[src/verilog/unstack_pkg.sv]
// Purpose: Shared constants and types for the exception return unstacker
// Assumes: 32-bit AHB-Lite register window, word aligned
// Notes:   Offsets are byte addresses
package unstack_pkg;

	// Register byte offsets
	localparam logic [7:0] ctrl_offset       = 8'h00;
	localparam logic [7:0] status_offset     = 8'h04;
	localparam logic [7:0] main_sp_offset    = 8'h08;
	localparam logic [7:0] process_sp_offset = 8'h0c;
	localparam logic [7:0] active_lo_offset  = 8'h10;
	localparam logic [7:0] active_hi_offset  = 8'h14;
	localparam logic [7:0] status_word_offset = 8'h18;
	localparam logic [7:0] last_code_offset  = 8'h1c;

	// Control register fields
	localparam int ctrl_unpriv_bit   = 0;
	localparam int ctrl_stack_bit    = 1;
	localparam int ctrl_sleep_bit    = 2;
	localparam int ctrl_handler_bit  = 3;
	localparam int ctrl_priority_mask_bit_bit  = 4;

	// Status register fields
	localparam int status_busy_bit   = 0;
	localparam int status_lockup_bit = 1;
	localparam int status_hfpend_bit = 2;
	localparam int status_event_bit  = 3;
	localparam int status_sleep_bit  = 4;

	// Combined status word fields
	localparam int psr_flags_hi      = 31;
	localparam int psr_flags_lo      = 28;
	localparam int psr_exec_bit      = 24;
	localparam int psr_align_bit     = 9;
	localparam int psr_num_hi        = 5;

	// Return code layout
	localparam logic [3:0]  return_marker     = 4'hf;
	localparam logic [23:0] reserved_ones     = 24'hffffff;
	localparam logic [3:0]  code_handler_main = 4'h1;
	localparam logic [3:0]  code_thread_main  = 4'h9;
	localparam logic [3:0]  code_thread_proc  = 4'hd;

	// Frame layout
	localparam logic [31:0] frame_size        = 32'h0000_0020;
	localparam logic [2:0]  frame_status_slot = 3'h7;

	// Reset values
	localparam logic [31:0] sp_reset          = 32'h0000_0000;
	localparam logic [63:0] active_reset      = 64'h0;

	typedef enum logic [1:0] {
		st_idle   = 2'b00,
		st_check  = 2'b01,
		st_pop    = 2'b10,
		st_finish = 2'b11
	} fsm_type;

endpackage : unstack_pkg

[src/verilog/exception_return_unstacker.sv]
// Purpose: Exception return detection, validation and frame unstacking
// Assumes: Core, memory port and AHB-Lite all run on clock
// Notes:   Reads take one wait state, writes none
`timescale 1ns/1ps
`default_nettype none
module exception_return_unstacker (
	input  wire logic        clock,
	input  wire logic        sys_rst,
	input  wire logic        hsel,
	input  wire logic [31:0] haddr,
	input  wire logic [1:0]  htrans,
	input  wire logic        hwrite,
	input  wire logic [2:0]  hsize,
	input  wire logic [31:0] hwdata,
	input  wire logic        hready,
	output logic             hreadyout,
	output logic             hresp,
	output logic [31:0]      hrdata,
	input  wire logic        pc_load_valid,
	input  wire logic        pc_load_returnable,
	input  wire logic [31:0] pc_load_value,
	input  wire logic        wake_event,
	output logic             busy,
	output logic             mem_req,
	output logic [31:0]      mem_addr,
	output logic             mem_unpriv,
	input  wire logic        mem_ready,
	input  wire logic        mem_fault,
	input  wire logic [31:0] mem_rdata,
	output logic             restore_valid,
	output logic [2:0]       restore_index,
	output logic [31:0]      restore_data,
	output logic             jump_valid,
	output logic [31:0]      jump_target,
	output logic             sync_barrier,
	output logic             lockup,
	output logic             hard_fault_pending,
	output logic             event_flag,
	output logic             sleep_after_return
);

	typedef struct packed {
		unstack_pkg::fsm_type st;
		logic [2:0]  idx;
		logic [31:0] code;
		logic        use_process;
		logic        to_handler;
		logic [31:0] popped;
		logic [31:0] main_sp;
		logic [31:0] process_sp;
		logic [63:0] active;
		logic [31:0] status_word;
		logic        handler_mode;
		logic        stack_select;
		logic        unpriv;
		logic        sleep_en;
		logic        priority_mask_bit;
		logic        lockup;
		logic        hf_pend;
		logic        event_reg;
		logic        sleeping;
		logic        mem_req;
		logic [31:0] mem_addr;
		logic        mem_unpriv;
		logic        restore_valid;
		logic [2:0]  restore_index;
		logic [31:0] restore_data;
		logic        jump_valid;
		logic [31:0] jump_target;
		logic        barrier;
		logic        wr_pend;
		logic [7:0]  wr_addr;
		logic        rd_pend;
		logic        rd_done;
		logic [7:0]  rd_addr;
		logic [31:0] hrdata;
	} unstack_state_type;

	unstack_state_type s_q;
	unstack_state_type s_d;

	logic        code_ok;
	logic        to_handler;
	logic        use_process;
	logic        addr_phase;
	logic [31:0] read_mux;
	logic [31:0] frame_ptr;
	logic [31:0] next_sp;
	logic [5:0]  next_num;
	logic        force_thread;
	logic        set_hf;
	logic        set_event;
	logic        set_sleep;

	return_code_decoder decoder (
		.code          (s_q.code),
		.active        (s_q.active),
		.returning_num (s_q.status_word[unstack_pkg::psr_num_hi:0]),
		.code_ok       (code_ok),
		.to_handler    (to_handler),
		.use_process   (use_process)
	);

	assign hreadyout = !(s_q.rd_pend && !s_q.rd_done);
	assign hresp     = 1'b0;
	assign addr_phase = hsel && htrans[1] && hready;
	assign frame_ptr = s_q.use_process ? s_q.process_sp : s_q.main_sp;
	assign next_sp   = (frame_ptr + unstack_pkg::frame_size) |
		{29'h0, s_q.popped[unstack_pkg::psr_align_bit], 2'b00};
	assign force_thread = !s_q.to_handler && s_q.unpriv;
	assign next_num  = force_thread ? 6'h00 : s_q.popped[unstack_pkg::psr_num_hi:0];

	always_comb begin
		case (s_q.rd_addr)
			unstack_pkg::ctrl_offset: read_mux = {27'h0, s_q.priority_mask_bit, s_q.handler_mode,
				s_q.sleep_en, s_q.stack_select, s_q.unpriv};
			unstack_pkg::status_offset: read_mux = {27'h0, s_q.sleeping, s_q.event_reg,
				s_q.hf_pend, s_q.lockup, (s_q.st != unstack_pkg::st_idle)};
			unstack_pkg::main_sp_offset:     read_mux = s_q.main_sp;
			unstack_pkg::process_sp_offset:  read_mux = s_q.process_sp;
			unstack_pkg::active_lo_offset:   read_mux = s_q.active[31:0];
			unstack_pkg::active_hi_offset:   read_mux = s_q.active[63:32];
			unstack_pkg::status_word_offset: read_mux = s_q.status_word;
			unstack_pkg::last_code_offset:   read_mux = s_q.code;
			default:                         read_mux = 32'h0;
		endcase
	end

	always_comb begin
		s_d = s_q;
		set_hf = 1'b0;
		set_event = 1'b0;
		set_sleep = 1'b0;
		s_d.restore_valid = 1'b0;
		s_d.jump_valid = 1'b0;
		s_d.barrier = 1'b0;

		// Bus read data phase
		if (s_q.rd_pend && !s_q.rd_done) begin
			s_d.hrdata = read_mux;
			s_d.rd_done = 1'b1;
		end else if (s_q.rd_done) begin
			s_d.rd_pend = 1'b0;
			s_d.rd_done = 1'b0;
		end
		// Bus write data phase
		if (s_q.wr_pend) begin
			s_d.wr_pend = 1'b0;
			case (s_q.wr_addr)
				unstack_pkg::ctrl_offset: begin
					s_d.unpriv       = hwdata[unstack_pkg::ctrl_unpriv_bit];
					s_d.stack_select = hwdata[unstack_pkg::ctrl_stack_bit];
					s_d.sleep_en     = hwdata[unstack_pkg::ctrl_sleep_bit];
					s_d.handler_mode = hwdata[unstack_pkg::ctrl_handler_bit];
					s_d.priority_mask_bit      = hwdata[unstack_pkg::ctrl_priority_mask_bit_bit];
				end
				unstack_pkg::status_offset: begin
					if (hwdata[unstack_pkg::status_hfpend_bit]) begin
						s_d.hf_pend = 1'b0;
					end
					if (hwdata[unstack_pkg::status_event_bit]) begin
						s_d.event_reg = 1'b0;
					end
					if (hwdata[unstack_pkg::status_sleep_bit]) begin
						s_d.sleeping = 1'b0;
					end
				end
				unstack_pkg::main_sp_offset:     s_d.main_sp = hwdata;
				unstack_pkg::process_sp_offset:  s_d.process_sp = hwdata;
				unstack_pkg::active_lo_offset:   s_d.active[31:0] = hwdata;
				unstack_pkg::active_hi_offset:   s_d.active[63:32] = hwdata;
				unstack_pkg::status_word_offset: s_d.status_word = hwdata;
				default: begin
				end
			endcase
		end
		// Bus address phase
		if (addr_phase) begin
			if (hwrite) begin
				s_d.wr_pend = 1'b1;
				s_d.wr_addr = haddr[7:0];
			end else begin
				s_d.rd_pend = 1'b1;
				s_d.rd_done = 1'b0;
				s_d.rd_addr = haddr[7:0];
			end
		end
		if (wake_event) begin
			s_d.sleeping = 1'b0;
		end

		case (s_q.st)
			unstack_pkg::st_idle: begin
				if (pc_load_valid && !s_q.lockup) begin
					if (s_q.handler_mode && pc_load_returnable &&
						pc_load_value[31:28] == unstack_pkg::return_marker) begin
						s_d.code = pc_load_value;
						s_d.st = unstack_pkg::st_check;
					end else begin
						s_d.jump_valid = 1'b1;
						s_d.jump_target = pc_load_value;
						if (pc_load_value[31:28] == unstack_pkg::return_marker) begin
							set_hf = 1'b1;
						end
					end
				end
			end
			unstack_pkg::st_check: begin
				if (code_ok) begin
					s_d.active[s_q.status_word[unstack_pkg::psr_num_hi:0]] = 1'b0;
					s_d.to_handler = to_handler;
					s_d.use_process = use_process;
					s_d.handler_mode = to_handler;
					s_d.stack_select = use_process;
					s_d.idx = 3'h0;
					s_d.st = unstack_pkg::st_pop;
				end else begin
					set_hf = 1'b1;
					s_d.st = unstack_pkg::st_idle;
				end
			end
			unstack_pkg::st_pop: begin
				s_d.mem_req = 1'b1;
				s_d.mem_addr = frame_ptr + {27'h0, s_q.idx, 2'b00};
				s_d.mem_unpriv = !s_q.to_handler && s_q.unpriv;
				if (s_q.mem_req && mem_ready) begin
					s_d.mem_req = 1'b0;
					if (mem_fault) begin
						if (s_q.use_process) begin
							set_hf = 1'b1;
						end else begin
							s_d.lockup = 1'b1;
						end
						s_d.st = unstack_pkg::st_idle;
					end else if (s_q.idx == unstack_pkg::frame_status_slot) begin
						s_d.popped = mem_rdata;
						s_d.st = unstack_pkg::st_finish;
					end else begin
						s_d.restore_valid = 1'b1;
						s_d.restore_index = s_q.idx;
						s_d.restore_data = mem_rdata;
						s_d.idx = s_q.idx + 3'h1;
					end
				end
			end
			unstack_pkg::st_finish: begin
				if (s_q.use_process) begin
					s_d.process_sp = next_sp;
				end else begin
					s_d.main_sp = next_sp;
				end
				s_d.status_word = {s_q.popped[unstack_pkg::psr_flags_hi:unstack_pkg::psr_flags_lo],
					3'h0, s_q.popped[unstack_pkg::psr_exec_bit], 18'h0, next_num};
				if ((s_q.to_handler && next_num == 6'h00) ||
					(!s_q.to_handler && next_num != 6'h00)) begin
					set_hf = 1'b1;
				end
				set_event = 1'b1;
				s_d.barrier = 1'b1;
				set_sleep = !s_q.to_handler && s_q.sleep_en;
				s_d.st = unstack_pkg::st_idle;
			end
			default: begin
				s_d.st = unstack_pkg::st_idle;
			end
		endcase

		// Hardware set wins over software clear
		if (set_hf) begin
			s_d.hf_pend = 1'b1;
		end
		if (set_event) begin
			s_d.event_reg = 1'b1;
		end
		if (set_sleep) begin
			s_d.sleeping = 1'b1;
		end
	end

	always_ff @(posedge clock) begin
		if (sys_rst) begin
			s_q <= '0;
			s_q.st <= unstack_pkg::st_idle;
			s_q.main_sp <= unstack_pkg::sp_reset;
			s_q.process_sp <= unstack_pkg::sp_reset;
			s_q.active <= unstack_pkg::active_reset;
		end else begin
			s_q <= s_d;
		end
	end

	assign hrdata             = s_q.hrdata;
	assign busy               = (s_q.st != unstack_pkg::st_idle) || s_q.lockup;
	assign mem_req            = s_q.mem_req;
	assign mem_addr           = s_q.mem_addr;
	assign mem_unpriv         = s_q.mem_unpriv;
	assign restore_valid      = s_q.restore_valid;
	assign restore_index      = s_q.restore_index;
	assign restore_data       = s_q.restore_data;
	assign jump_valid         = s_q.jump_valid;
	assign jump_target        = s_q.jump_target;
	assign sync_barrier       = s_q.barrier;
	assign lockup             = s_q.lockup;
	assign hard_fault_pending = s_q.hf_pend;
	assign event_flag         = s_q.event_reg;
	assign sleep_after_return = s_q.sleeping;

endmodule : exception_return_unstacker
`default_nettype wire

[src/verilog/return_code_decoder.sv]
// Purpose: Classifies an exception return code against the active set
// Assumes: Purely combinational, same clock domain as its user
// Notes:   Counts active flags only as none, one or several
`timescale 1ns/1ps
`default_nettype none
module return_code_decoder (
	input  wire logic [31:0] code,
	input  wire logic [63:0] active,
	input  wire logic [5:0]  returning_num,
	output logic             code_ok,
	output logic             to_handler,
	output logic             use_process
);

	logic        field_ok;
	logic        returning_active;
	logic        several;
	logic        exactly_one;
	logic [63:0] active_less_one;

	assign field_ok         = (code[27:4] == unstack_pkg::reserved_ones);
	assign returning_active = active[returning_num];
	assign active_less_one  = active - 64'h1;
	assign several          = |(active & active_less_one);
	assign exactly_one      = (active != 64'h0) && !several;
	assign to_handler       = (code[3:0] == unstack_pkg::code_handler_main);
	assign use_process      = (code[3:0] == unstack_pkg::code_thread_proc);

	always_comb begin
		case (code[3:0])
			unstack_pkg::code_handler_main: code_ok = several;
			unstack_pkg::code_thread_main:  code_ok = exactly_one;
			unstack_pkg::code_thread_proc:  code_ok = exactly_one;
			default:                        code_ok = 1'b0;
		endcase
		code_ok = code_ok && field_ok && returning_active;
	end

endmodule : return_code_decoder
`default_nettype wire

[config.mk]
export PLATFORM = sky130hd
export DESIGN_NAME = exception_return_unstacker
export DESIGN_NICKNAME = d
export VERILOG_FILES = /design/src/verilog/unstack_pkg.sv /design/src/verilog/exception_return_unstacker.sv /design/src/verilog/return_code_decoder.sv
export SDC_FILE = /design/constraint.sdc
export NUM_CORES = 1
export LEC_CHECK = 0
export ABC_AREA = 1
export BUFFER_PORTS_ARGS = -buffer_cell sky130_fd_sc_hd__buf_2
export CAP_MARGIN = 15
export CORE_AREA = 3 3 239 241
export CTS_CLUSTER_SIZE = 20
export DETAILED_ROUTE_END_ITERATION = 6
export DIE_AREA = 0 0 242 244
export PLACE_DENSITY = 0.55
export SLEW_MARGIN = 10
export SYNTH_ARGS = -nofsm -noshare
export SYNTH_HDL_FRONTEND = slang
export SYNTH_HIERARCHICAL = 1
export SYNTH_SLANG_ARGS = --single-unit
[constraint.sdc]
create_clock -name clock -period 7.25 [get_ports clock]
set_input_delay 1.45 -clock clock [delete_from_list [all_inputs] [get_ports clock]]
set_output_delay 1.45 -clock clock [all_outputs]
set_load 0.01 [all_outputs]
* After elaboration in Yosys (flattened, before gate mapping)
Index checks and enable logic that the tools add are counted.
Operators by class: mux-type cells 63, bitwise logic cells 14, reductions and logical operators 63, eq/ne operators 29, $lt $le $gt $ge 2, $add $sub $neg 4
Operator list (number):
- 32-bit two-way mux | 9
- 32-bit one-hot mux with 8 select lines | 1
- 64-bit two-way mux | 3
- 165-bit two-way mux | 1
- 64-bit bitwise AND | 2
- 64-bit inverter | 1
- 64-bit nonzero test | 1
- 64-bit OR reduction | 1
- 64-bit by 1-bit subtractor with 64-bit output, second input constant | 1
- 8-bit by 5-bit equality test with 1-bit output, second input constant | 7
- 36-bit two-way mux | 1
- 33-bit two-way mux | 1
- 32-bit by 5-bit adder with 32-bit output | 1
- 32-bit by 6-bit adder with 32-bit output, second input constant | 1
- 8-bit by 4-bit equality test with 1-bit output, second input constant | 4
- 32-bit by 3-bit OR with 32-bit output | 1
- 24-bit equality test, second input constant | 1
- 1-bit two-way mux | 22
- 10-bit two-way mux | 2
- 2-bit nonzero test | 10
- 8-bit by 3-bit equality test with 1-bit output, second input constant | 2
- 8-bit zero test | 2
- 2-bit two-way mux | 8
- 4-bit AND reduction | 4
- other kinds (34) | 88
Storage, ports and cells: bits of input ports 143, output and inout port bits 143, bits in registers 395

* Longest topological paths before layout
word-level depth 12, mapped depth 22, depth with buffers taken out 22

* Hierarchy
Netlist, hierarchy kept.
Modules (own cells, without submodules):
- exception_return_unstacker | cells an instance 2825, instances 1, area an instance 18920.6 µm², sequential area each 7507.2 µm²
- return_code_decoder | cells an instance 592, instances 1, area an instance 2512.4 µm², sequential area each 0.0 µm²

* Worst setup path after synthesis
OpenSTA, ideal clock, no wires.
kind register -> register, start reg s_q[357] in the netlist's numbering, end reg s_q (netlist bit mem_addr[17]), stages on the path, launching flop included 16, setup time 109 ps, path slack 4336 ps, arrival time 2805 ps, data required time 7141 ps, buffers on the path 4, cell sequence dfxtp_1 > buf_6 > buf_4 > clkbuf_1 > buf_1 > o21ai_0 > ha_1 > nand2_1 > o21ai_1 > inv_1 > nor2_1 > inv_1 > o21ai_0 > nand3_1 > nand2_1 > inv_1
Between the ends: longest elaborated chain between the ends 2
Ends and longest elaborated chain:
- start: declaration | RTL line exception_return_unstacker.sv:79 | unstack_state_type s_q;
- 32-bit two-way mux | RTL line exception_return_unstacker.sv:107 | assign frame_ptr = s_q.use_process ? s_q.process_sp : s_q.main_sp;
- 32-bit by 5-bit adder with 32-bit output | RTL line exception_return_unstacker.sv:224 | s_d.mem_addr = frame_ptr + {27'h0, s_q.idx, 2'b00};
No other way between the ends. A chain may end at the register's enable or synchronous reset.

* Worst setup path after layout
start reg s_q[164] in the netlist's numbering, end reg s_q[255] (netlist name)
Between the ends: elaborated cells on any way between the ends 12, those cells by class order compare (2); mux (6); bitwise (2); reduce/logical (2)
RTL lines:
- 1-bit binary-select mux with 6-bit select | RTL line return_code_decoder.sv:22 | assign returning_active = active[returning_num];
- 1-bit two-way mux (not written as such) | RTL line return_code_decoder.sv:22
- 1-bit logical AND | RTL line return_code_decoder.sv:36 | code_ok = code_ok && field_ok && returning_active;
- net code_ok | RTL line exception_return_unstacker.sv:82 | logic code_ok;
- 64-bit two-way mux | RTL line exception_return_unstacker.sv:209 | if (code_ok) begin
- 64-bit two-way mux | RTL line exception_return_unstacker.sv:192 | case (s_q.st)
The timed path passes the listed nets, and every way through them passes these cells. The select of a mux whose other input is x is not followed.

==> metrics <==
Detailed Place HPWL=61300 µm; critical path class=reg2reg; sequential share of power=0.443; Hold Path Class=reg2reg; WP data arrival=around 4.8 ns; die area=59000 µm²; post-synth top area cell=dfxtp_1; TritonCTS clock tree=yes; most common cell in the netlist=nand2_1; antenna violations before repair=3; P_int=~3.6 mW; synth top area cells=dfxtp_1 (35%), nand2_1 (16%), nor2_1 (10%); syn avg cell area=between 6 and 7 µm²; pin count of the biggest net entering global routing=slightly below 90; diode count=0; Clock Latency Late Sink=just under 0.6 ns; # hold bufs at CTS=0; Synth top area share=0.350; Final Hold Viols=0; CTS buffer count=between 40 and 50; Rows=86; period utilization=0.602; power density over cell area=just over 200 nW/µm²; die height=244 µm; Comb power frac=0.071; Total GRT Usage=0.271; outcome=completed; fraction of layout cells with a size suffix above 1=0.126; die width=approximately 240 µm; measured slew at the worst slew-check pin=approximately 1.1 ns; starting DRC count in detailed routing=approximately 2400; via count=around 22000; Primary FF master, synth=dfxtp_1; Post-DP Area=roughly 22000 µm²; H-Tree Depth=2; standby leakage power=11.3 nW; Core Util, Final=0.432; Switching Power=about 1.2 mW; Yosys Warn Count=6; Overflow after GRT=0; Placer Congestion=1.06; Slew Limit Headroom=0.252; Final Critical Period=about 4.4 ns; drt via density=roughly 5.3; area delta synth->final=11.1%; WP data required=7.70 ns; drt drc=0; final hold slack=between 0.4 and 0.5 ns; Root Buffer=clkbuf_16; PnR Total Power=around 4.8 mW; Final Setup Violations=0; core region area=between 50000 and 60000 µm²; cell mode on critical path=nand3_1; slowest cell on the critical path=nor2_1; CTS clk-pin slew, worst paths=0.06 ns; ANT nets after route=0; CP peak stage delay=about 0.75 ns; Clock power frac=0.486; Post-Syn Instances=roughly 3400; PortBufs=256; Post-Route Skew=around 0.015 ns; global-route wire length before repair=125000 µm; worst path cell trace=inv_1, nand2_1, nand3_1, nand3_1, nand3_1, nand3_1, nand3_1, nand3_1, nor2_1, nand2_1, nor2_1, nand3_1, nor2_1, inv_1, nor2_1, nand2_1, o211ai_1, a21oi_1; type of destination of the critical path=flip-flop; Initial Util=0.389; unique cell type count in the Yosys netlist=45; final instance area=between 20000 and 25000 µm²; register area share after synthesis=0.350; Worst Path Max Fanout=32; MaxCap Viol Count=0; Routed WL=~83000 µm; synthesis-stage register bit count=approximately 380; Top Ports=between 200 and 300; clk sinks=between 300 and 400; FFs w/ async S/R, synth=0; WL/cell=19.6 µm; RSZ-0062 raised after global routing=no; postcts setup bufs=0; Worst setup SP type=flip-flop; Post-CTS Resized=0; synthesized area=21400 µm²; Max Root-Sink Buffers=3; Max IR drop VDD=0.152 mV; Final Max Tran Viols=0; maximum achievable frequency=~230 MHz; number of global-route vias before repair=20280; fin nets=3602; setup_tns=0 ns; top post-synthesis cells by count=nand2_1 (907), nor2_1 (573), dfxtp_1 (375); Switching Fraction=0.255; number of flops mapped to enable cells by yosys=0; drt pass-1 iters=6; Mapped Nets=3567
[power by group through the flow]
stage	Sequential (mW)	Clock (mW)	Combinational, mW
floorplan	2.17	0	0.230
global route	2.13	2.46	0.376
CTS	2.12	2.37	0.342
finish	2.12	2.33	0.341
detailed placement	2.17	0	0.340
global placement	2.17	0	0.341
[state kept, by name (all words and copies together) (netlist names), 3 cells and up]
signal and count:
mem_addr 32, jump_target 32, restore_data 32, s_q 235
restore_index 3, hrdata 32
[layout make-up]
type	count	area, µm²
clock buffers	65	1340
multi-input cells	2493	11400
fillers	6157	31300
clock inverters	18	185
repair buffers	287	1540
inverters	250	941
well taps	748	936
flip-flops and latches	375	7510
[critical path, delay by kind of cell, from the launching register on]
family,cells,cell delay (ns)
AO/OA/AOI/OAI,2,0.18
flip-flops,1,0.32
AND/OR/NAND/NOR,14,2.89
buffers and inverters,2,0.81
[layer usage]
metal | track usage | wire [µm] | vias up
li1 | - | - | 11054
met1 | 0.367 | 35800 | 10217
met2 | 0.427 | 36700 | 977
met3 | 0.0408 | 6640 | 156
met4 | 0.119 | 4000 | 4
met5 | 0 | 18 | -
[placed cells by master (no fill, tap or decap), drive strengths merged, types with 2 or more instances in the layout]
| cell | instances |
|---|---|
| o21ai | 304 |
| a31oi | 16 |
| ha | 6 |
| clkinv | 16 |
| o221ai | 28 |
| and2 | 4 |
| nand2 | 922 |
| a221oi | 5 |
| nor2 | 601 |
| nor3 | 13 |
| a21oi | 151 |
| clkinvlp | 2 |
| buf | 287 |
| nand4 | 27 |
| a22oi | 2 |
| clkbuf | 65 |
| bufinv | 2 |
| inv | 248 |
| xor2 | 9 |
| nand3 | 309 |
| o211ai | 33 |
| o21a | 4 |
| o22ai | 15 |
| dfxtp | 375 |
| nand3b | 2 |
| or2 | 7 |
| xnor2 | 2 |
| a211oi | 28 |
[kinds of logic after synthesis]
| group | share of synthesized area |
|---|---|
| AO/OA/AOI/OAI | 0.154 |
| XOR/XNOR | 0.00450 |
| adder cells (fa/ha/maj) | 0.00444 |
| buffers and inverters | 0.123 |
| flip-flops | 0.350 |
| other | 0.000175 |
| AND/OR/NAND/NOR | 0.364 |
[stage by stage]
step / worst slack, ns / cells
3_5_place_dp: 3.10 / 4152
4_1_cts: 3.05 / 4235
2_1_floorplan: 4.34 / 3417
6_report: 2.88 / 4236
3_3_place_gp: 3.07 / 4152
5_1_grt: 2.71 / 4236
[worst paths after layout]
path / from / endpoint / slack [ns] / cells after the start
worst max-delay path: s_q[164] / s_q[255] / 2.88 / 18
worst min-delay path: s_q[47] / s_q[47] / 0.45 / 2
worst max register to register: s_q[164] / s_q[255] / 2.88 / 18
worst min register to register: s_q[47] / s_q[47] / 0.45 / 2
Power figures use the tool's default switching activity.
